===== src/design/mrs_pkg.sv =====
// Constants and types for the multi-register stack transfer block
package mrs_pkg;
  localparam int REG_W = 20;
  localparam int WORD_W = 16;
  localparam int HI_W = REG_W - WORD_W;
  localparam int IDX_W = 4;
  localparam int CNT_W = 5;
  localparam logic [3:0] SR_IDX = 4'h2;
  localparam logic [REG_W-1:0] STEP_WORD = 20'h00002;
  localparam logic [REG_W-1:0] STEP_ADDR = 20'h00004;
  localparam logic [CNT_W-1:0] CNT_MAX = 5'h10;
  localparam logic [CNT_W-1:0] CNT_MIN = 5'h01;
  localparam logic [15:0] OP_MASK = 16'hFE00;
  localparam logic [15:0] OP_PUSH = 16'h1400;
  localparam logic [15:0] OP_POP = 16'h1600;
  localparam logic [15:0] OP_EXT_MASK = 16'hF800;
  localparam logic [15:0] OP_EXT = 16'h1800;
  localparam int BIT_WORDFORM = 8;
  typedef enum logic [2:0] {
    MRS_IDLE = 3'b000,
    MRS_LO = 3'b001,
    MRS_HI = 3'b011,
    MRS_SP = 3'b010,
    MRS_DONE = 3'b110
  } mrs_state_e;
endpackage : mrs_pkg


===== src/design/mrs_decode.sv =====
// Opcode decoder for block push and block pop
`timescale 1ns/10ps
module mrs_decode
  import mrs_pkg::*;
(
  input wire logic [15:0] opcode,
  input wire logic prefix_seen,
  output logic is_push,
  output logic is_pop,
  output logic word_form,
  output logic [CNT_W-1:0] count,
  output logic [IDX_W-1:0] reg_sel,
  output logic is_prefix
);
  // Single-word opcodes, rejected after an extension prefix
  // Prefix words go to the extended move path, which owns the short-move substitution
  assign is_prefix = (opcode & OP_EXT_MASK) == OP_EXT;
  assign is_push = ((opcode & OP_MASK) == OP_PUSH) && !prefix_seen;
  assign is_pop = ((opcode & OP_MASK) == OP_POP) && !prefix_seen;
  assign word_form = opcode[BIT_WORDFORM];
  // Count field holds n-1, so 1..16 all encode
  assign count = {1'b0, opcode[7:4]} + CNT_MIN;
  assign reg_sel = opcode[3:0];
endmodule : mrs_decode


===== src/design/mrs_top.sv =====
// Multi-register stack transfer sequencer
`timescale 1ns/10ps
module mrs_top
  import mrs_pkg::*;
(
  input wire logic clock,
  input wire logic rstn,
  input wire logic op_valid,
  input wire logic [15:0] opcode,
  input wire logic prefix_seen,
  input wire logic [REG_W-1:0] sp_in,
  input wire logic [REG_W-1:0] reg_rdata,
  input wire logic mem_ready,
  input wire logic [WORD_W-1:0] mem_rdata,
  output logic busy,
  output logic done,
  output logic illegal,
  output logic [IDX_W-1:0] reg_addr,
  output logic reg_we,
  output logic [REG_W-1:0] reg_wdata,
  output logic sr_loaded,
  output logic sp_we,
  output logic [REG_W-1:0] sp_wdata,
  output logic mem_req,
  output logic mem_we,
  output logic [REG_W-1:0] mem_addr,
  output logic [WORD_W-1:0] mem_wdata
);
  logic rst_s1_q;
  logic rst_s2_q;
  mrs_state_e state_q;
  mrs_state_e state_d;
  logic push_q;
  logic word_q;
  logic [CNT_W-1:0] left_q;
  logic [CNT_W-1:0] total_q;
  logic [IDX_W-1:0] cur_q;
  logic [REG_W-1:0] addr_q;
  logic [REG_W-1:0] sp_q;
  logic [WORD_W-1:0] lo_q;
  logic busy_q;
  logic done_q;
  logic illegal_q;
  logic reg_we_q;
  logic sr_q;
  logic sp_we_q;
  logic [REG_W-1:0] sp_wdata_q;
  logic [REG_W-1:0] reg_wdata_q;
  logic [IDX_W-1:0] reg_addr_q;
  logic mem_req_q;
  logic mem_we_q;
  logic [REG_W-1:0] mem_addr_q;
  logic [WORD_W-1:0] mem_wdata_q;
  logic rst_n;

  // Reset release through two flops
  always_ff @(posedge clock or negedge rstn) begin
    if (!rstn) begin
      rst_s1_q <= 1'b0;
      rst_s2_q <= 1'b0;
    end else begin
      rst_s1_q <= 1'b1;
      rst_s2_q <= rst_s1_q;
    end
  end
  assign rst_n = rst_s2_q;

  logic d_push;
  logic d_pop;
  logic d_word;
  logic [CNT_W-1:0] d_cnt;
  logic [IDX_W-1:0] d_reg;
  logic d_prefix;
  mrs_decode u_dec (
    .opcode(opcode),
    .prefix_seen(prefix_seen),
    .is_push(d_push),
    .is_pop(d_pop),
    .word_form(d_word),
    .count(d_cnt),
    .reg_sel(d_reg),
    .is_prefix(d_prefix)
  );

  // Start decode and step arithmetic
  wire start = op_valid && (state_q == MRS_IDLE) && (d_push || d_pop);
  wire bad = op_valid && (state_q == MRS_IDLE) && !d_push && !d_pop && !d_prefix;
  wire [IDX_W-1:0] pop_first = d_reg - IDX_W'(d_cnt - CNT_MIN);
  wire [REG_W-1:0] step = word_q ? STEP_WORD : STEP_ADDR;
  wire [REG_W-1:0] tot_bytes = word_q ? REG_W'({total_q, 1'b0}) : REG_W'({total_q, 2'b00});
  wire [REG_W-1:0] push_base = sp_in - (d_word ? STEP_WORD : STEP_ADDR);
  wire last_word = word_q || (state_q == MRS_HI);
  // Push writes low word first at lower address, upper bits above
  wire [WORD_W-1:0] push_lo = reg_rdata[WORD_W-1:0];
  wire [WORD_W-1:0] push_hi = {{(WORD_W-HI_W){1'b0}}, reg_rdata[REG_W-1:WORD_W]};
  // Pop result, upper bits cleared in word form
  wire [REG_W-1:0] pop_val = word_q ? {{HI_W{1'b0}}, mem_rdata}
                                    : {mem_rdata[HI_W-1:0], lo_q};
  wire step_ok = mem_req_q && mem_ready;
  wire finish_reg = step_ok && last_word;
  wire more = left_q != CNT_MIN;
  wire [IDX_W-1:0] next_cur = push_q ? cur_q - 4'h1 : cur_q + 4'h1;
  // Push data follows the registered index through the register file read,
  // so a push waits one cycle after the index moves before it requests memory
  wire push_now = start ? d_push : push_q;
  wire reload = start || finish_reg;

  // State sequence: word accesses, then one pointer update
  always_comb begin
    state_d = state_q;
    unique case (state_q)
      MRS_IDLE: begin
        if (start) state_d = MRS_LO;
      end
      MRS_LO: begin
        if (step_ok) state_d = word_q ? (more ? MRS_LO : MRS_SP) : MRS_HI;
      end
      MRS_HI: begin
        if (step_ok) state_d = more ? MRS_LO : MRS_SP;
      end
      MRS_SP: state_d = MRS_DONE;
      MRS_DONE: state_d = MRS_IDLE;
      default: state_d = MRS_IDLE;
    endcase
  end

  // Sequencer registers
  always_ff @(posedge clock or negedge rst_n) begin
    if (!rst_n) begin
      state_q <= MRS_IDLE;
      push_q <= 1'b0;
      word_q <= 1'b0;
      left_q <= CNT_MIN;
      total_q <= CNT_MIN;
      cur_q <= '0;
      addr_q <= '0;
      sp_q <= '0;
      lo_q <= '0;
    end else begin
      state_q <= state_d;
      if (start) begin
        push_q <= d_push;
        word_q <= d_word;
        left_q <= d_cnt;
        total_q <= d_cnt;
        cur_q <= d_push ? d_reg : pop_first;
        addr_q <= d_push ? push_base : sp_in;
        sp_q <= sp_in;
      end else if (step_ok) begin
        if (!word_q && state_q == MRS_LO) begin
          lo_q <= mem_rdata;
          addr_q <= addr_q + STEP_WORD;
        end else begin
          left_q <= left_q - CNT_MIN;
          cur_q <= next_cur;
          addr_q <= push_q ? addr_q - step - (word_q ? '0 : STEP_WORD) : addr_q + STEP_WORD;
        end
      end
    end
  end

  // Output registers; only the block's registers (on pop), stack memory (on push) and SP are written
  always_ff @(posedge clock or negedge rst_n) begin
    if (!rst_n) begin
      busy_q <= 1'b0;
      done_q <= 1'b0;
      illegal_q <= 1'b0;
      reg_we_q <= 1'b0;
      sr_q <= 1'b0;
      sp_we_q <= 1'b0;
      sp_wdata_q <= '0;
      reg_wdata_q <= '0;
      reg_addr_q <= '0;
      mem_req_q <= 1'b0;
      mem_we_q <= 1'b0;
      mem_addr_q <= '0;
      mem_wdata_q <= '0;
    end else begin
      busy_q <= state_d != MRS_IDLE;
      done_q <= state_q == MRS_SP;
      illegal_q <= bad;
      reg_we_q <= finish_reg && !push_q;
      sr_q <= finish_reg && !push_q && cur_q == SR_IDX;
      reg_wdata_q <= pop_val;
      sp_we_q <= state_q == MRS_SP;
      sp_wdata_q <= push_q ? sp_q - tot_bytes : sp_q + tot_bytes;
      // Request gap after an index change keeps stale push data off the bus
      mem_req_q <= (state_d == MRS_LO || state_d == MRS_HI) && !(reload && push_now);
      mem_we_q <= (state_d == MRS_LO || state_d == MRS_HI) && push_now;
      if (start) begin
        reg_addr_q <= d_push ? d_reg : pop_first;
        mem_addr_q <= d_push ? push_base : sp_in;
      end else if (step_ok) begin
        // Pop keeps the index of the register written in the next cycle
        reg_addr_q <= (last_word && push_q) ? next_cur : cur_q;
        mem_addr_q <= (!word_q && state_q == MRS_LO) ? addr_q + STEP_WORD
                      : (push_q ? addr_q - step - (word_q ? '0 : STEP_WORD) : addr_q + STEP_WORD);
      end
      mem_wdata_q <= (state_d == MRS_HI) ? push_hi : push_lo;
    end
  end

  assign busy = busy_q;
  assign done = done_q;
  assign illegal = illegal_q;
  assign reg_we = reg_we_q;
  assign reg_wdata = reg_wdata_q;
  assign reg_addr = reg_addr_q;
  assign sr_loaded = sr_q;
  assign sp_we = sp_we_q;
  assign sp_wdata = sp_wdata_q;
  assign mem_req = mem_req_q;
  assign mem_we = mem_we_q;
  assign mem_addr = mem_addr_q;
  assign mem_wdata = mem_wdata_q;
endmodule : mrs_top


===== config.mk =====
export PLATFORM = sky130hd
export DESIGN_NAME = mrs_top
export DESIGN_NICKNAME = d
export VERILOG_FILES = /design/src/design/mrs_pkg.sv /design/src/design/mrs_decode.sv /design/src/design/mrs_top.sv
export SDC_FILE = /design/constraint.sdc
export NUM_CORES = 1
export LEC_CHECK = 0
export BUFFER_PORTS_ARGS = -buffer_cell sky130_fd_sc_hd__buf_2
export CAP_MARGIN = 20
export CORE_ASPECT_RATIO = 1.1
export CORE_MARGIN = 1.5
export CORE_UTILIZATION = 40
export CTS_BUF_LIST = sky130_fd_sc_hd__clkbuf_4 sky130_fd_sc_hd__clkbuf_8
export CTS_CLUSTER_SIZE = 28
export DETAILED_ROUTE_END_ITERATION = 7
export PLACE_DENSITY_LB_ADDON = 0.15
export SETUP_SLACK_MARGIN = 0.3
export SYNTH_ARGS = -nofsm -noshare
export SYNTH_HDL_FRONTEND = slang
export SYNTH_SLANG_ARGS = --single-unit

===== constraint.sdc =====
create_clock -name clock -period 4.04 [get_ports clock]
set_clock_uncertainty 0.1 [all_clocks]
set_input_delay 0.202 -clock clock [delete_from_list [all_inputs] [get_ports clock]]
set_output_delay 0.202 -clock clock [all_outputs]
set_load 0.01 [all_outputs]

==> flow_summary_export.csv, run 1 <==
group,metric,value,unit
logic_synthesis,synth-xor-area-share,7.65,%
detailed_routing,ant_nets,0,
timing,tns,0,ns
final_layout,nets,1140,
critical_path,crit_chain,"mux2i_2, ha_1, or3b_4, o211a_1, o21ai_0, o211ai_1, ha_1, a211oi_1, o211ai_1, a211o_1, a31o_2, a21oi_1, xnor2_1",
final_layout,drive_above_1_share,26.3,%
timing,finalCritPeriodShare,85.3,%
logic_synthesis,synth_edf_count,0,
critical_path,ff2ff_path_depth,13,
critical_path,end_kind,"register",
die,num_rows,53,
critical_path,worstPathRequired,4.32,ns
critical_path,critical-path-slowest-cell,"or3b_4",
die,design.core.area,19200,um^2
logic_synthesis,synth_ff_type,"dfrtp_1",
final_layout,multi_input_area,4060,um^2
critical_path,arrival,3.73,ns
clocking,cts.path.max_buffers,2,
hold_path,hold_path.class,"input pin to register",
timing,worstMarginPinSlew,0.793,ns
clocking,root_buffer,"clkbuf_8",
logic_synthesis,synthCells,795,
timing,layout_min_cycle_time,3.45,ns
die,dieArea,20500,um^2
logic_synthesis,synth-compound-area-share,10.3,%
global_route,grt_max_degree,62,
logic_synthesis,synth_top_family_by_area,"simple AND/OR/NAND/NOR gates",
pwr,power.density,568,nW/um^2
clocking,ctsHtreeMaxLevel,4,
detailed_routing,route.detailed.drc,0,
clocking,path_clk_slew,0.09,ns
detailed_routing,viasPerCell,5.10,
critical_path,reg2reg_to,"sp_wdata[17]",
critical_path,rr_startpoint,"word_q",
place,post-place-cells,1182,
timing,final_max_slew_viol_count,0,
pwr,ir_drop,0.230,mV
logic_synthesis,synthAdderAreaFrac,6.82,%
global_route,grt_use_total,20.0,%
pwr,p_leak,0.00482,uW
final_layout,instances_no_fill,1283,
detailed_routing,drtIter0Drc,266,
logic_synthesis,syn-num-nets,913,
die,start_util,41.0,%
timing,hold_viol,0,
logic_synthesis,synth_most_common_cell,"dfrtp_1",
die,fp.dieW,137,um
clocking,cts_buffers,17,
critical_path,crit_type,"register to register",
logic_synthesis,synthMuxAreaShare,7.47,%
timing,finalSetupViolCount,0,
detailed_routing,wire_per_inst,15.4,um
logic_synthesis,yosysTopAreaCell,"dfrtp_1",
place,io_buffers,164,
place,gp_congestion,0.859,
logic_synthesis,synthArstFlopShare,100,%
timing,fmax,290,MHz
logic_synthesis,ys_top_cells_by_area,"dfrtp_1 (45%), ha_1 (6.1%), mux2_2 (5.3%), nand2_1 (5.0%), xnor2_1 (5.0%)",
global_route,grt_pass1_vias,6517,
critical_path,cp-start-kind,"register",
logic_synthesis,synth_seq_cells,144,
logic_synthesis,syn_avg_cell_area,9.88,um^2
logic_synthesis,synth_area,7860,um^2
clocking,cts_setup_buffers,0,
logic_synthesis,ys_types,62,
final_layout,fin_area,10100,um^2
place,post-dp-hpwl,14.1,mm
logic_synthesis,synth_common_cells,"dfrtp_1 (142), nand2_1 (105), nor2_1 (68), a21oi_1 (46), xnor2_1 (45)",
critical_path,path_max_fanout,6,
global_route,overflow,0,
clocking,cts_tree,"done",
flow_run,maxCapViolCount,0,
global_route,grt_first_pass_wirelength,32.1,mm
place,dpl_cell_area,8940,um^2
critical_path,crit_start,"word_q",
die,die_y,150,um
logic_synthesis,yosysWarnings,0,
critical_path,rrSetupSlack,0.59,ns
logic_synthesis,yosysSeqAreaShare,45.9,%
final_layout,area_growth,28.5,%
critical_path,max_stage_delay,0.43,ns
detailed_routing,vias,6547,
timing,grt_setup_unrepaired,"no",
logic_synthesis,yosys.area_share.simple,19.0,%
critical_path,timing.critical_path.to,"sp_wdata[17]",
status,outcome,"completed",
die,io_pins,165,
final_layout,nFillCells,1755,
final_layout,register_area,3610,um^2
global_route,antenna_found_initial,1,
clocking,clkLatencyLatePin,0.46,ns
detailed_routing,wl,19.7,mm
timing,slew_headroom,45.7,%
detailed_routing,drt_pass1_iterations,5,
logic_synthesis,yosysTopAreaCellShare,45.2,%
clocking,clock_sinks,144,
==> critical path, delay by kind of cell (launching register included) <==
kind / cells / cell delay, ns
AOI/OAI and AO/OA: 8 / 1.62
xor gates and xnor gates: 1 / 0.13
adders and majority gates: 2 / 0.44
DFF: 1 / 0.42
muxes: 1 / 0.25
and+or+nand+nor: 1 / 0.43
==> state kept, by name, indices dropped and copies added, names as in the netlist, 3 cells and up <==
register / count
state_q: 3
addr_q: 20
sp_wdata: 20
lo_q: 16
mem_wdata: 16
reg_wdata: 20
left_q: 5
sp_q: 20
reg_addr: 4
total_q: 5
cur_q: 4
==> metal layers <==
| layer | vias to the layer above | part of all wire (%) | global-route usage [%] | routed length, um |
|---|---|---|---|---|
| met2 | 165 | 49 | 33.6 | 9630 |
| met1 | 3144 | 45 | 25.4 | 8960 |
| met5 | - | 0 | 0 | 0 |
| li1 | 3220 | - | - | - |
| met3 | 18 | 4.5 | 4.44 | 887 |
| met4 | 0 | 1.4 | 6.60 | 274 |
==> final cells by class <==
cell class | instances | area share, %
Antenna cell | 1 | 0.0248
Multi-Input combinational cell | 594 | 40.2
Clock inverter | 15 | 1.88
Clock buffer | 17 | 2.32
Timing Repair Buffer | 244 | 15.9
Tap cell | 247 | 3.06
Sequential cell | 144 | 35.8
Inverter | 21 | 0.781
==> kinds of logic after synthesis <==
| kind of cell | after synthesis |
|---|---|
| adder cells (fa/ha/maj) | 41 |
| multiplexers | 54 |
| XOR/XNOR | 67 |
| AND/OR/NAND/NOR | 298 |
| flip-flops | 144 |
| AO/OA/AOI/OAI | 133 |
| other | 1 |
| buffers and inverters | 57 |
==> placed cells by master, fill, tap and decap left out, types with 11 or more instances in the layout <==
master and n:
a21oi_1 46, buf_2 164, buf_4 12, clkbuf_8 17, dfrtp_1 140, dlygate4sd3_1 67
ha_1 38, inv_1 21, mux2_2 37, mux2i_1 16, nand2_1 105, nand3_1 11
nand4_1 11, nor2_1 68, nor2b_1 22, nor3_1 16, o21ai_0 37, or3_1 11
xnor2_1 45, xor2_1 21
==> worst min-delay path by stage <==
stage                         start          end  slack [ns]  cells after the start
final                     opcode[3]  reg_addr[3]        0.04                      4
after global routing      opcode[3]  reg_addr[3]        0.03                      4
after CTS                 opcode[3]  reg_addr[3]       0.003                      4
after detailed placement       rstn     rst_s1_q       -0.11                      1
after global placement         rstn     rst_s1_q       -0.11                      1
after floorplan                rstn        rst_n       -0.19                      0
==> repair_timing <==
item | 4_1_cts | 5_1_grt
hold endpoints to repair | 91 | 0
hold buffers | 67 | 0
resized for setup | 0 | 5
endpoints found under the setup margin | 0 | 5
==> per-stage QoR <==
step	util, %	power, uW	hold WS (ns)	setup slack [ns]
6_report	52.7	5740	0.0350	0.592
2_1_floorplan	-	3750	-0.194	0.345
4_1_cts	52.4	5770	0.00277	0.413
3_3_place_gp	46.7	4460	-0.110	0.530
3_5_place_dp	46.7	4470	-0.109	0.445
5_1_grt	52.7	6210	0.0320	0.359
==> where the power goes <==
part	total, uW	switching [uW]	internal (uW)
registers	2080	286	1790
clock network	1220	639	582
logic	2430	1330	1110
total	5740	2250	3490
(Power assumes the default switching activity.)
==> run 2: changes to the inputs <==
--- a/config.mk
+++ b/config.mk
@@ -7,9 +7,11 @@
 export LEC_CHECK = 0
 export BUFFER_PORTS_ARGS = -buffer_cell sky130_fd_sc_hd__buf_2
 export CAP_MARGIN = 20
+export CELL_PAD_IN_SITES_DETAIL_PLACEMENT = 1
+export CELL_PAD_IN_SITES_GLOBAL_PLACEMENT = 1
 export CORE_ASPECT_RATIO = 1.1
 export CORE_MARGIN = 1.5
-export CORE_UTILIZATION = 40
+export CORE_UTILIZATION = 37
 export CTS_BUF_LIST = sky130_fd_sc_hd__clkbuf_4 sky130_fd_sc_hd__clkbuf_8
 export CTS_CLUSTER_SIZE = 28
 export DETAILED_ROUTE_END_ITERATION = 7
==> run 2 against run 1 <==
Net effect:
- first-iteration DRC count decreased by 26%
- sequential share of layout area is 0.29 points lower
- cell area increased by 0.77%
- highest routed layer unchanged
- maximum frequency is 1.3% higher
- clock power rose by 7%
- largest cell class unchanged
- worst setup slack better by 0.045 ns
- combinational power up 3%
- critical path type unchanged
- final cell count rose by 3.1%
==> flow_summary_export.csv, run 2 (synthesis results as in run 1) <==
group,metric,value,unit
timing,fmax,294,MHz
die,dieArea,22100,um^2
final_layout,nFillCells,2377,
critical_path,worstPathBufferInverterCount,1,
timing,grt_setup_unrepaired,"no",
critical_path,worstPathRequired,4.31,ns
final_layout,mostFrequentLayoutCells,"buf_2 (164), dfrtp_1 (141), nand2_1 (105), nor2_1 (68), dlygate4sd3_1 (67)",
timing,worstMarginPinSlew,0.936,ns
detailed_routing,ant_nets,0,
critical_path,path_max_fanout,6,
global_route,overflow,0,
detailed_routing,wire_per_inst,16.7,um
place,gp_congestion,0.818,
pwr,p_leak,0.00483,uW
detailed_routing,drtIter0Drc,198,
critical_path,end_kind,"register",
final_layout,area_growth,29.5,%
global_route,grt_pass1_vias,7243,
critical_path,critical-path-slowest-cell,"dfrtp_1",
global_route,grt_max_degree,72,
clocking,root_buffer,"clkbuf_8",
critical_path,crit_type,"register to register",
critical_path,ff2ff_path_depth,13,
detailed_routing,route.detailed.drc,0,
clocking,cts_buffers,17,
critical_path,max_stage_delay,0.42,ns
clocking,cts_tree,"done",
place,io_buffers,164,
detailed_routing,viasPerCell,5.08,
detailed_routing,vias,6720,
hold_path,whs_path_depth,4,
status,outcome,"completed",
die,start_util,37.9,%
pwr,ir_drop,0.223,mV
hold_path,hold_path.class,"input pin to register",
timing,hold_viol,0,
final_layout,layout_commonest_cell,"buf_2",
final_layout,diodes,0,
final_layout,nets,1143,
detailed_routing,drt_pass1_iterations,4,
timing,layout_setup_ws,0.637,ns
timing,finalCritPeriodShare,84.2,%
critical_path,crit_chain,"mux2i_2, ha_1, or3b_4, o211a_1, o21ai_0, o211ai_1, ha_2, inv_1, a2111oi_4, a21o_1, nand3_1, a31oi_1, xor2_1",
global_route,grt_first_pass_wirelength,37.0,mm
clocking,clkLatencyLatePin,0.45,ns
timing,slew_headroom,37.6,%
timing,tns,0,ns
pwr,power.density,580,nW/um^2
global_route,grt_use_total,21.2,%
detailed_routing,wl,22.1,mm
place,post-dp-hpwl,15.7,mm
clocking,cts.path.max_buffers,2,
die,design.core.area,20700,um^2
die,io_pins,165,
timing,layout_min_cycle_time,3.40,ns
global_route,antenna_found_initial,0,
clocking,path_clk_slew,0.09,ns
clocking,ctsHtreeMaxLevel,4,
die,die_y,156,um
die,num_rows,55,
clocking,clock_sinks,144,
critical_path,cp.depth,13,
critical_path,crit_family,"compound AO/OA/AOI/OAI gates",
timing,final_max_slew_viol_count,0,
timing,finalSetupViolCount,0,
place,pre_cts_ws,0.425,ns
die,fp.dieW,142,um
critical_path,arrival,3.68,ns
critical_path,cp-start-kind,"register",
final_layout,drive_above_1_share,26.6,%
flow_run,maxCapViolCount,0,
-- run 2: cell types whose count changed in the layout (fill, tap and decap cells not counted), sizes merged --
| cell | change |
|---|---|
| bufinv | +1 |
| inv | +1 |
| clkinv | -2 |
| buf | +3 |
| diode | -1 |
-- run 2: cell type report --
type	count	area [um^2]	share of cell area [%]
Clock buffer	17	234	2.30
Clock inverter	15	210	2.07
Multi-Input combinational cell	594	4070	40.0
Inverter	21	78.8	0.775
Timing Repair Buffer	247	1620	15.9
Tap cell	285	357	3.51
Sequential cell	144	3610	35.5
-- run 2: power breakdown --
| group | internal, uW | switching (uW) |
|---|---|---|
| Sequential | 1790 | 301 |
| Combinational | 1140 | 1370 |
| Clock | 646 | 656 |
-- run 2: repair_timing --
item,in CTS,in global routing
setup buffers,0,1
endpoints found under the setup margin,0,5
endpoints found under the hold margin,90,0
resized for setup,0,7
hold buffers,67,0
-- run 2: path summary, 6_finish.rpt --
check                                 to  slack [ns]      start
setup / recovery            sp_wdata[13]        0.64     word_q
hold / removal                  cur_q[0]        0.04  opcode[0]
setup reg to reg            sp_wdata[13]        0.64     word_q
hold reg to reg                    rst_n        0.28   rst_s1_q
max in group asynchronous       sp_q[16]        2.61      rst_n
min in group asynchronous  mem_wdata[10]        0.39      rst_n
-- run 2: layer usage --
layer	GRT usage [%]	vias up	share of wire (%)
met3	3.53	24	2.9
met2	37.5	129	51
li1	-	3215	-
met5	0	-	0
met1	26.3	3352	44
met4	6.63	0	1.8
-- run 2: tightest hold or removal path, stage by stage --
cell     delay, ns
buf_2         0.09
mux2_2        0.14
nand2_1       0.06
o21ai_0       0.06
-- run 2: stage by stage --
step | cell area [um^2] | hold WS, ns | instances | total power [uW] | util [%]
after CTS | 10100 | 0.0125 | 1322 | 5940 | 48.9
after detailed placement | 9010 | -0.111 | 1223 | 4550 | 43.5
after global routing | 10200 | 0.0659 | 1323 | 6390 | 49.1
after global placement | 9010 | -0.111 | 1223 | 4500 | 43.5
final | 10200 | 0.0399 | 1323 | 5900 | 49.1
after floorplan | 7870 | -0.194 | 795 | 3750 | -
==> run 3: changes to the inputs <==
--- a/config.mk
+++ b/config.mk
@@ -5,6 +5,7 @@
 export SDC_FILE = /design/constraint.sdc
 export NUM_CORES = 1
 export LEC_CHECK = 0
+export ABC_AREA = 1
 export BUFFER_PORTS_ARGS = -buffer_cell sky130_fd_sc_hd__buf_2
 export CAP_MARGIN = 20
 export CELL_PAD_IN_SITES_DETAIL_PLACEMENT = 1
==> constraint.sdc (replaced) <==
create_clock -name clock -period 2.88 [get_ports clock]
set_clock_uncertainty 0.1 [all_clocks]
set_input_delay 0.144 -clock clock [delete_from_list [all_inputs] [get_ports clock]]
set_output_delay 0.144 -clock clock [all_outputs]
set_load 0.01 [all_outputs]
==> run 3 against run 2 <==
Net effect:
- sequential cell count is the same
- register-to-register slack worse by 0.42 ns
- critical path type unchanged
- clock power up 38%
- synthesized cell count increased by 46%
- core utilization up 0.18 points
==> flow_summary_export.csv, run 3 <==
group,metric,value,unit
critical_path,ff2ff_path_depth,14,
detailed_routing,drtIter0Drc,273,
logic_synthesis,yosysWarnings,0,
detailed_routing,wire_per_inst,17.1,um
critical_path,cp-start-kind,"register",
die,num_rows,59,
timing,fmax,376,MHz
logic_synthesis,synth_area,8800,um^2
critical_path,max_stage_delay,0.48,ns
place,post-dp-hpwl,21.6,mm
logic_synthesis,syn_avg_cell_area,7.57,um^2
timing,final_max_slew_viol_count,0,
flow_run,maxCapViolCount,0,
critical_path,worstPathBufferInverterCount,2,
global_route,grt_pass1_vias,9229,
logic_synthesis,synth_edf_count,0,
die,io_pins,165,
logic_synthesis,ys_types,48,
logic_synthesis,yosysTopAreaCellShare,40.4,%
pwr,p_comb_share,44.8,%
logic_synthesis,yosysTopAreaCell,"dfrtp_1",
clocking,cts.path.max_buffers,2,
hold_path,whs_path_depth,3,
final_layout,diodes,0,
pwr,seqPwrFrac,34.0,%
critical_path,worstPathRequired,3.14,ns
critical_path,crit_type,"register to register",
detailed_routing,viasPerCell,4.94,
clocking,cts_tree,"done",
clocking,clock_sinks,144,
clocking,cts_buffers,17,
critical_path,crit_family,"compound AO/OA/AOI/OAI gates",
die,start_util,37.5,%
pwr,swShare,42.6,%
clocking,root_buffer,"clkbuf_8",
hold_path,hold_path.class,"input pin to register",
detailed_routing,wl,29.8,mm
final_layout,drive_above_1_share,24.3,%
detailed_routing,ant_nets,0,
clocking,ctsHtreeMaxLevel,4,
pwr,pwr-share-clk,21.2,%
timing,layout_min_cycle_time,2.66,ns
timing,finalSetupViolCount,0,
clocking,path_clk_slew,0.10,ns
pwr,switching_power,3600,uW
logic_synthesis,synthCells,1163,
clocking,clkLatencyLatePin,0.47,ns
status,outcome,"completed",
timing,grt_setup_unrepaired,"yes",
final_layout,nets,1543,
timing,slew_headroom,66.5,%
detailed_routing,vias,8617,
critical_path,path_max_fanout,6,
detailed_routing,route.detailed.drc,0,
timing,holdWs,0.0277,ns
die,dieArea,24700,um^2
logic_synthesis,synth_most_common_cell,"nand2_1",
timing,hold_viol,0,
critical_path,end_kind,"register",
critical_path,critical-path-slowest-cell,"dfrtp_2",
critical_path,arrival,2.92,ns
die,fp.dieW,150,um
final_layout,area_growth,31.5,%
final_layout,nFillCells,2962,
pwr,power.density,731,nW/um^2
timing,finalCritPeriodShare,92.4,%
logic_synthesis,synth_seq_cells,144,
final_layout,layout_commonest_cell,"nand2_1",
logic_synthesis,syn-num-nets,1281,
logic_synthesis,ys_top_cells_by_area,"dfrtp_1 (40%), nand2_1 (14%), inv_1 (6.1%), o21ai_0 (5.6%), ha_1 (5.4%)",
timing,layout_setup_ws,0.217,ns
detailed_routing,drt_pass1_iterations,4,
critical_path,cpMostUsedCell,"nand2_1",
global_route,grt_first_pass_wirelength,48.1,mm
logic_synthesis,synthArstFlopShare,100,%
global_route,grt_max_degree,64,
global_route,antenna_found_initial,0,
global_route,overflow,0,
critical_path,cp.depth,14,
logic_synthesis,yosysSeqAreaShare,41.0,%
place,io_buffers,164,
logic_synthesis,synth_common_cells,"nand2_1 (337), inv_1 (144), dfrtp_1 (142), o21ai_0 (98), nor2_1 (94)",
logic_synthesis,synth_ff_type,"dfrtp_1",
die,design.core.area,23500,um^2
final_layout,mostFrequentLayoutCells,"nand2_1 (323), buf_2 (164), inv_1 (142), dfrtp_1 (140), nor2_1 (88)",
pwr,p_leak,0.00592,uW
place,gp_congestion,0.882,
die,die_y,165,um
global_route,grt_use_total,25.3,%
pwr,power.internal,4860,uW
critical_path,crit_chain,"buf_4, nand2_1, ha_4, nand2_4, o21ai_4, ha_2, a21oi_2, buf_4, a21oi_1, nor2_1, o21ai_2, nand2_1, nand2_1, xor2_1",
place,pre_cts_ws,-0.0910,ns
pwr,ir_drop,0.345,mV
timing,worstMarginPinSlew,0.502,ns
[run 3: cell types whose count changed after synthesis, sizes merged, moves of 22 or more]
| cell | change |
|---|---|
| nor2b | -22 |
| nand2 | +240 |
| o21ai | +65 |
| xnor2 | -30 |
| clkbuf | -23 |
| mux2 | -37 |
| inv | +131 |
| nand3 | +59 |
| nor2 | +51 |
[run 3: cell type report]
cell class	instances	area, um^2	share of cell area [%]
Multi-Input combinational cell	839	4770	41.2
Inverter	153	586	5.06
Clock buffer	17	234	2.02
Clock inverter	15	195	1.69
Sequential cell	144	3610	31.2
Timing Repair Buffer	270	1800	15.5
Tap cell	305	382	3.30
[run 3: what timing repair did]
action                                 4_1_cts  5_1_grt
endpoints found under the hold margin       85        0
resized for setup                           41       46
gates cloned                                 0        0
pin swaps                                   16       13
buffers inserted                            14        7
hold buffers                                64        0
setup endpoints to repair                   13       30
[run 3: worst paths after layout]
| check | start | end | slack, ns |
|---|---|---|---|
| min in group asynchronous | rst_n | push_q | 0.14 |
| worst max-delay path | word_q | sp_wdata[18] | 0.22 |
| worst min register to register | rst_n | push_q | 0.14 |
| worst min-delay path | sp_in[15] | sp_q[15] | 0.03 |
| max in group asynchronous | rst_n | addr_q[8] | 1.71 |
| worst max register to register | word_q | sp_wdata[18] | 0.22 |
[run 3: power groups by stage]
stage	Clock [uW]	Sequential (uW)	Combinational (uW)
after detailed placement	0	2900	3300
final	1800	2880	3790
after floorplan	0	3000	2090
after global placement	0	2890	3230
after CTS	1830	2880	3630
after global routing	1900	2940	4300
[run 3: cell families after synthesis]
kind of cell | after synthesis | synth area share (%)
adders and majority gates | 41 | 6.09
and+or+nand+nor | 579 | 29.0
buffers and inverters | 180 | 8.48
xor gates and xnor gates | 49 | 4.88
AOI/OAI and AO/OA | 169 | 10.6
other | 1 | 0.0426
DFF | 144 | 41.0
[run 3: worst reg2reg max path, delay by kind of cell (launching register included)]
family,cells,cell delay [ns]
simple gates,5,0.45
compound gates,4,0.55
buf+inv,2,0.32
xor+xnor,1,0.14
flops,1,0.48
fa+ha+maj,2,0.53
[run 3: routing by layer]
layer  up-vias  GRT usage (%)  part of all wire, %  wire length [um]
met2       195           44.9                   51             15000
met1      4173           31.4                   43             12900
met3        32           4.09                  4.1              1220
li1       4217              -                    -                 -
met5         -              0                    0                 0
met4         0           7.71                  2.0               601
[run 3: through the flow]
step / std cells / util, % / cell area, um^2 / TNS (ns) / power [uW]
global placement: 1626 / 42.7 / 10000 / 0 / 6130
floorplan: 1163 / - / 8820 / 0 / 5090
global route: 1743 / 49.3 / 11600 / 0 / 9150
CTS: 1736 / 48.3 / 11300 / 0 / 8330
detailed placement: 1626 / 42.7 / 10000 / -0.152 / 6200
finish: 1743 / 49.3 / 11600 / 0 / 8460
